==> src/pvi_pkg.sv <==
// package: constants and carrier types for the priority vectored interrupt block
package pvi_pkg;
    localparam int unsigned CLK_PERIOD_NS = 10;
    localparam int unsigned WORD_PERIOD_NS = 400;
    localparam int unsigned WORD_CYCLES = (WORD_PERIOD_NS + CLK_PERIOD_NS - 1) / CLK_PERIOD_NS;
    localparam int unsigned WORD_W = 16;
    localparam int unsigned BYTE_W = 8;
    localparam int unsigned ADDR_W = 16;
    localparam int unsigned NUM_LEVELS = 4;
    localparam int unsigned LVL_BASE = 4;
    localparam int unsigned PRI_LSB = 5;
    localparam int unsigned PRI_W = 3;
    localparam logic [15:0] PSW_RST = 16'h00E0;
    localparam logic [15:0] PC_RST = 16'h0000;
    localparam logic [15:0] SP_RST = 16'h0200;
    localparam logic [15:0] PWRFAIL_VEC = 16'h0018;
    localparam logic [15:0] ADDR_STEP = 16'h0002;
    localparam logic [15:0] VEC_MASK = 16'h01FC;
    localparam logic [5:0] WCNT_MAX = 6'(WORD_CYCLES - 1);

    typedef enum logic [11:0] {
        ST_IDLE = 12'h001, ST_GRANT = 12'h002, ST_PUSH_PS = 12'h004, ST_PUSH_PC = 12'h008,
        ST_FETCH_PC = 12'h010, ST_FETCH_PS = 12'h020, ST_POP_PC = 12'h040,
        ST_POP_PS = 12'h080, ST_DMA = 12'h100, ST_PF_PS = 12'h200, ST_PF_PC = 12'h400,
        ST_HALTED = 12'h800
    } pvi_state_t;

    typedef struct packed {
        logic cmd;
        logic wr;
        logic byte_en;
        logic [ADDR_W-1:0] addr;
        logic [WORD_W-1:0] wdata;
    } pvi_cmd_t;

    typedef struct packed {
        logic resp;
        logic [WORD_W-1:0] rdata;
    } pvi_resp_t;
endpackage

==> src/pvi_core.sv <==
// module: processor-side interrupt, dma and power-fail sequencer
`timescale 1ns/1ps
// Contract
// - every transfer waits for slave response
// - at most one word per 400 ns
// - dma requests win the bus first
// - processor resumes after dma, registers untouched
// - processor allocates bus, samples during transfers
// - four request lines, levels shared
// - grant highest level above running priority
// - push status then program counter
// - load pc and status from vector
// - return pops pc then status
// - request level independent of running priority
// - higher requests nest inside service routines
// - word transfers only, byte_en never set
// - power-fail save then automatic restart
module pvi_core
    import pvi_pkg::*;
#(
    parameter int unsigned LEVELS = pvi_pkg::NUM_LEVELS
) (
    // clock and reset
    input wire logic clk,
    input wire logic rst_n,
    // interrupt and dma requests and power-fail from the bus pins
    input wire logic [LEVELS-1:0] br_pin,
    input wire logic npr_pin,
    input wire logic pwr_fail_pin,
    // device answer to a grant, carrying the vector
    input wire logic vec_valid,
    input wire logic [pvi_pkg::WORD_W-1:0] vec_in,
    // processor side
    input wire logic rti_req,
    input wire logic [pvi_pkg::WORD_W-1:0] pc_in,
    input wire logic [pvi_pkg::WORD_W-1:0] psw_in,
    input wire logic cpu_idle,
    // bus master command and response
    output pvi_pkg::pvi_cmd_t bus_cmd,
    input wire pvi_pkg::pvi_resp_t bus_resp,
    // grants
    output logic [LEVELS-1:0] bg,
    output logic npg,
    output logic cpu_hold,
    // new processor context
    output logic [pvi_pkg::WORD_W-1:0] pc_out,
    output logic [pvi_pkg::WORD_W-1:0] psw_out,
    output logic [pvi_pkg::WORD_W-1:0] sp_out,
    output logic ctx_load,
    output logic halted
);
    import pvi_pkg::*;

    typedef struct packed {
        pvi_state_t st;
        logic [LEVELS-1:0] br_m;
        logic [LEVELS-1:0] br_s;
        logic npr_m;
        logic npr_s;
        logic pf_m;
        logic pf_s;
        logic pf_done;
        logic [LEVELS-1:0] gnt;
        logic [5:0] wcnt;
        logic [WORD_W-1:0] vec;
        logic [WORD_W-1:0] pc;
        logic [WORD_W-1:0] psw;
        logic [WORD_W-1:0] sp;
        logic [WORD_W-1:0] save_pc;
        logic [WORD_W-1:0] save_psw;
        logic load;
        pvi_cmd_t cmd;
    } pvi_core_state_t;

    pvi_core_state_t s_ff;
    pvi_core_state_t nxt_s;
    logic hit;
    logic [LEVELS-1:0] pick;
    logic xfer_done;

    // ----------------------------------------
    // level selection
    // ----------------------------------------
    pvi_level_pick #(.LEVELS(LEVELS)) pvi_level_pick_inst (
        .req(s_ff.br_s),
        .cur_pri(s_ff.psw[PRI_LSB +: PRI_W]),
        .hit(hit),
        .onehot(pick)
    );

    assign xfer_done = s_ff.cmd.cmd && bus_resp.resp;

    // ----------------------------------------
    // next state
    // ----------------------------------------
    always_comb begin
        nxt_s = s_ff;
        nxt_s.br_m = br_pin;
        nxt_s.br_s = s_ff.br_m;
        nxt_s.npr_m = npr_pin;
        nxt_s.npr_s = s_ff.npr_m;
        nxt_s.pf_m = pwr_fail_pin;
        nxt_s.pf_s = s_ff.pf_m;
        nxt_s.load = 1'b0;
        if (s_ff.wcnt != 6'h00) begin
            nxt_s.wcnt = s_ff.wcnt - 6'h01;
        end
        if (xfer_done) begin
            nxt_s.cmd.cmd = 1'b0;
            nxt_s.wcnt = WCNT_MAX;
        end
        case (s_ff.st)
            ST_IDLE: begin
                if (s_ff.npr_s) begin
                    nxt_s.st = ST_DMA;
                end else if (s_ff.pf_s && !s_ff.pf_done) begin
                    nxt_s.save_pc = pc_in;
                    nxt_s.save_psw = psw_in;
                    nxt_s.st = ST_PF_PS;
                end else if (!s_ff.pf_s && s_ff.pf_done) begin
                    nxt_s.pf_done = 1'b0;
                    nxt_s.vec = PWRFAIL_VEC;
                    nxt_s.st = ST_FETCH_PC;
                end else if (cpu_idle && hit) begin
                    nxt_s.gnt = pick;
                    nxt_s.save_pc = pc_in;
                    nxt_s.save_psw = psw_in;
                    nxt_s.st = ST_GRANT;
                end else if (cpu_idle && rti_req) begin
                    nxt_s.st = ST_POP_PC;
                end
            end
            ST_DMA: begin
                if (!s_ff.npr_s) begin
                    nxt_s.st = ST_IDLE;
                end
            end
            ST_GRANT: begin
                if (vec_valid) begin
                    nxt_s.vec = vec_in & VEC_MASK;
                    nxt_s.gnt = '0;
                    nxt_s.st = ST_PUSH_PS;
                end
            end
            ST_PUSH_PS, ST_PUSH_PC, ST_PF_PS, ST_PF_PC: begin
                if (!s_ff.cmd.cmd && s_ff.wcnt == 6'h00) begin
                    nxt_s.sp = s_ff.sp - ADDR_STEP;
                    nxt_s.cmd = '{cmd: 1'b1, wr: 1'b1, byte_en: 1'b0,
                        addr: s_ff.sp - ADDR_STEP,
                        wdata: (s_ff.st == ST_PUSH_PS || s_ff.st == ST_PF_PS)
                            ? s_ff.save_psw : s_ff.save_pc};
                end
                if (xfer_done) begin
                    case (s_ff.st)
                        ST_PUSH_PS: nxt_s.st = ST_PUSH_PC;
                        ST_PUSH_PC: nxt_s.st = ST_FETCH_PC;
                        ST_PF_PS: nxt_s.st = ST_PF_PC;
                        default: begin
                            nxt_s.pf_done = 1'b1;
                            nxt_s.st = ST_HALTED;
                        end
                    endcase
                end
            end
            ST_FETCH_PC, ST_FETCH_PS, ST_POP_PC, ST_POP_PS: begin
                if (!s_ff.cmd.cmd && s_ff.wcnt == 6'h00) begin
                    nxt_s.cmd = '{cmd: 1'b1, wr: 1'b0, byte_en: 1'b0,
                        addr: (s_ff.st == ST_FETCH_PC) ? s_ff.vec :
                              (s_ff.st == ST_FETCH_PS) ? s_ff.vec + ADDR_STEP : s_ff.sp,
                        wdata: '0};
                end
                if (xfer_done) begin
                    case (s_ff.st)
                        ST_FETCH_PC: begin
                            nxt_s.pc = bus_resp.rdata;
                            nxt_s.st = ST_FETCH_PS;
                        end
                        ST_FETCH_PS: begin
                            nxt_s.psw = bus_resp.rdata;
                            nxt_s.load = 1'b1;
                            nxt_s.st = ST_IDLE;
                        end
                        ST_POP_PC: begin
                            nxt_s.pc = bus_resp.rdata;
                            nxt_s.sp = s_ff.sp + ADDR_STEP;
                            nxt_s.st = ST_POP_PS;
                        end
                        default: begin
                            nxt_s.psw = bus_resp.rdata;
                            nxt_s.sp = s_ff.sp + ADDR_STEP;
                            nxt_s.load = 1'b1;
                            nxt_s.st = ST_IDLE;
                        end
                    endcase
                end
            end
            ST_HALTED: begin
                if (!s_ff.pf_s) begin
                    nxt_s.st = ST_IDLE;
                end
            end
            default: nxt_s.st = ST_IDLE;
        endcase
    end

    // ----------------------------------------
    // state register
    // ----------------------------------------
    always_ff @(posedge clk or negedge rst_n) begin
        if (!rst_n) begin
            s_ff <= '{st: ST_IDLE, br_m: '0, br_s: '0, npr_m: 1'b0, npr_s: 1'b0,
                pf_m: 1'b0, pf_s: 1'b0, pf_done: 1'b0, gnt: '0, wcnt: 6'h00,
                vec: 16'h0000, pc: PC_RST, psw: PSW_RST, sp: SP_RST,
                save_pc: 16'h0000, save_psw: 16'h0000, load: 1'b0, cmd: '0};
        end else begin
            s_ff <= nxt_s;
        end
    end

    // ----------------------------------------
    // outputs
    // ----------------------------------------
    assign bus_cmd = s_ff.cmd;
    assign bg = s_ff.gnt;
    assign npg = (s_ff.st == ST_DMA);
    assign cpu_hold = (s_ff.st != ST_IDLE);
    assign pc_out = s_ff.pc;
    assign psw_out = s_ff.psw;
    assign sp_out = s_ff.sp;
    assign ctx_load = s_ff.load;
    assign halted = (s_ff.st == ST_HALTED);
endmodule // pvi_core

==> src/pvi_level_pick.sv <==
// module: highest pending request level above the running priority
`timescale 1ns/1ps
module pvi_level_pick #(
    parameter int unsigned LEVELS = 4
) (
    // requests and priority
    input wire logic [LEVELS-1:0] req,
    input wire logic [2:0] cur_pri,
    // selection
    output logic hit,
    output logic [LEVELS-1:0] onehot
);
    import pvi_pkg::*;
    logic [LEVELS-1:0] above;
    genvar g;
    generate
        for (g = 0; g < LEVELS; g++) begin : g_lvl
            assign above[g] = req[g] && (3'(LVL_BASE + g) > cur_pri);
        end
    endgenerate
    always_comb begin
        onehot = '0;
        for (int i = 0; i < LEVELS; i++) begin
            if (above[i]) begin
                onehot = '0;
                onehot[i] = 1'b1;
            end
        end
    end
    assign hit = |above;
endmodule // pvi_level_pick

==> config.mk <==
export PLATFORM = sky130hd
export DESIGN_NAME = pvi_core
export DESIGN_NICKNAME = d
export VERILOG_FILES = /design/src/pvi_pkg.sv /design/src/pvi_core.sv /design/src/pvi_level_pick.sv
export SDC_FILE = /design/constraint.sdc
export NUM_CORES = 1
export LEC_CHECK = 0
export BUFFER_PORTS_ARGS = -buffer_cell sky130_fd_sc_hd__buf_2
export CAP_MARGIN = 5
export CORE_MARGIN = 5
export CORE_UTILIZATION = 55
export DETAILED_ROUTE_END_ITERATION = 7
export PLACE_DENSITY = 0.82
export SLEW_MARGIN = 20
export SYNTH_ARGS = -nofsm -noshare
export SYNTH_HDL_FRONTEND = slang
export SYNTH_SLANG_ARGS = --single-unit
==> constraint.sdc <==
create_clock -name clk -period 3.7 [get_ports clk]
set_clock_uncertainty 0.2 [all_clocks]
set_input_delay 0.37 -clock clk [delete_from_list [all_inputs] [get_ports clk]]
set_output_delay 0.37 -clock clk [all_outputs]
set_load 0.05 [all_outputs]
==> results.toml <==
[finish]
final_cell_mix = "153 x buf_2, 150 x dfrtp_1, 84 x nand2_1, 62 x dlygate4sd3_1, 58 x mux2_2"
utilization_pct = 65.6
fin_cells = 1075
layout.nets = 955
drive_gt1_share_pct = 31.2
fill_cells = 1086
synthToLayoutAreaGrowth_pct = 18.3
multi_input_area_um2 = 3220
final_common_cell = "buf_2"
regArea_um2 = 3880
finish.instance_area_um2 = 9430

[sta]
max_freq_mhz = 311
worst_pin_slew_ps = 872
totalNegativeSetupSlack_ps = 0
slew_headroom_pct = 41.9
worst_hold_slack_ps = 38.3
drv_slew = 0
period_needed_ps = 3210
setup_viol = 0
setup_ws_ps = 486
min_period_over_period_pct = 86.9
hold_viol = 0
rsz0062_at_grt = "no"

[cts]
htreeDepth = 4
root_buffer = "clkbuf_16"
cts_resized = 0
cts_max_path_buffers = 2
clock_sinks = 155
cts_inserted_buffers = 17
holdBufCountCts = 62
clock_latency_ps = 430
cts_tree = "built"
clk_pin_slew_ps = 60
post_cts_buffers = 0

[critical_path]
crit_fanout = 13
cp_top_family = "simple AND/OR/NAND/NOR gates"
crit_buf_inv = 1
crit_end = "sp_out[4]"
endpoint_kind = "flop"
r2r_start = "s_ff[132]"
worstPathRequired_ps = 3790
r2r_end = "sp_out[4]"
cp_slowest_stage_delay_ps = 550
startpoint_type = "flop"
ff2ff_path_depth = 8
crit_chain = "inv_1, ha_1, or3b_4, or4_4, or4_4, a22oi_4, o21ai_0, xnor2_1"
critical_path_cell_count = 8
crit_type = "flop to flop"
cp_common_cell = "or4_4"
r2r_setup_slack_ps = 490
arrival_ps = 3300
critPathLaunch = "s_ff[132]"
cpMaxStageDelayCell = "or4_4"

[die]
core_um2 = 14400
row_count = 44
start_util_pct = 55.5
ios = 167
die_x_um = 130
die_y_um = 130
die_area_um2 = 17000

[synthesis]
synth_area_leaders = "dfrtp_1 47%, buf_4 8.2%, mux2_2 8.2%"
netlist.area_leader.share_pct = 47.1
syn_area_per_cell_um2 = 10.6
ys_ff_latch = 155
yosysUniqueCellTypes = 69
synth_ff_type = "dfrtp_1"
yosysWarnings = 0
synth_edf_count = 0
post_synth_inst_count = 753
seq_area_frac_synth_pct = 48.7
syn_area_um2 = 7980
async_flop_share_pct = 100
synth_area_leader_cell = "dfrtp_1"

[route]
wl_per_cell_um = 17.9
drt_iter0_drc = 413
vias_per_cell = 5.53
vias = 5941
firstDrtPassIters = 5
wl_um = 19200
ant_nets = 0
drc_errors = 0

[run_status]
status = "complete, no violations"

[grt]
grt-ovfl-total = 0
grt_pass1_wl_um = 30500
antenna_found_initial = 1
grt_pass1_vias = 6021
track_usage_pct = 23.0
grt_start_max_net_pins = 74

[pwr]
vdd_ir_drop_max_uv = 430
p_per_area_nw_per_um2 = 719
power_mw = 6.78
leakage_nw = 4.71

[placed_design]
placed_cells = 979
gp_congestion = 0.854
placed_area_um2 = 8250
post-place-ws_ps = 517
port_buffers = 154
dpl.hpwl_um = 12600

[min_path]
hold_path_class = "input pin to flop"

[flow_run]
drv_cap = 0
==> worst min path at each step <==
stage,startpoint,end,slack [ps],cells past startpoint
floorplan,rst_n,bg[0],-130,0
global placement,nxt_s[149],s_ff[149],130,0
detailed placement,nxt_s[143],s_ff[143],140,0
CTS,vec_in[4],s_ff[120],20,3
global route,vec_in[3],s_ff[119],40,3
finish,vec_in[4],s_ff[120],40,3
==> flip-flops by register name, summed over array words and instances, names as in the netlist <==
signal    flops
s_ff         64
bus_cmd      33
bg            4
pc_out       16
sp_out       15
psw_out      16
nxt_s         6
ctx_load      1
==> synthesized netlist by cell type (8+ instances only) <==
cell / count
mux2i_1: 25
xnor2_1: 20
nor2_1: 35
mux2_1: 14
o21ai_0: 43
nor3_1: 19
dfrtp_1: 150
nand3_1: 17
clkbuf_1: 22
nand2_1: 84
mux2_2: 58
buf_2: 11
buf_4: 87
a21o_1: 9
inv_1: 15
a21oi_1: 10
or3_1: 8
==> per-layer routing <==
metal	wire [um]	up-vias	global-route usage, %
met2	9590	246	38.4
met3	1460	46	7.28
met4	494	0	8.89
met5	0	-	0
met1	7650	2863	28.0
li1	-	2786	-
==> cells by family (layout without fill, tap and decap cells) <==
group | after synthesis | after routing | share of synthesized area (%)
and+or+nand+nor | 222 | 222 | 14.3
adders and majority gates | 4 | 4 | 0.596
xor gates and xnor gates | 27 | 27 | 2.97
DFF | 155 | 155 | 48.7
AOI/OAI and AO/OA | 106 | 106 | 8.88
muxes | 97 | 97 | 13.3
buffers and inverters | 141 | 275 | 11.2
other | 1 | 5 | 0.0470
==> where the power goes <==
group,internal [mW],switching [mW]
clock network,0.932,0.710
logic,0.928,1.63
registers,2.14,0.435
==> worst min-delay path: cells and delay by family <==
| kind | cells | cell delay [ps] |
|---|---|---|
| AO/OA/AOI/OAI | 1 | 110 |
| buffers and inverters | 1 | 80 |
| AND/OR/NAND/NOR | 1 | 60 |
==> final cells by class <==
type | instances | area share, %
Tap cell | 184 | 2.44
Multi-Input combinational cell | 459 | 34.1
Clock inverter | 12 | 1.23
Sequential cell | 155 | 41.2
Timing Repair Buffer | 228 | 15.8
Clock buffer | 20 | 4.63
Antenna cell | 2 | 0.0531
Inverter | 15 | 0.597
(Power assumes the default switching activity.)
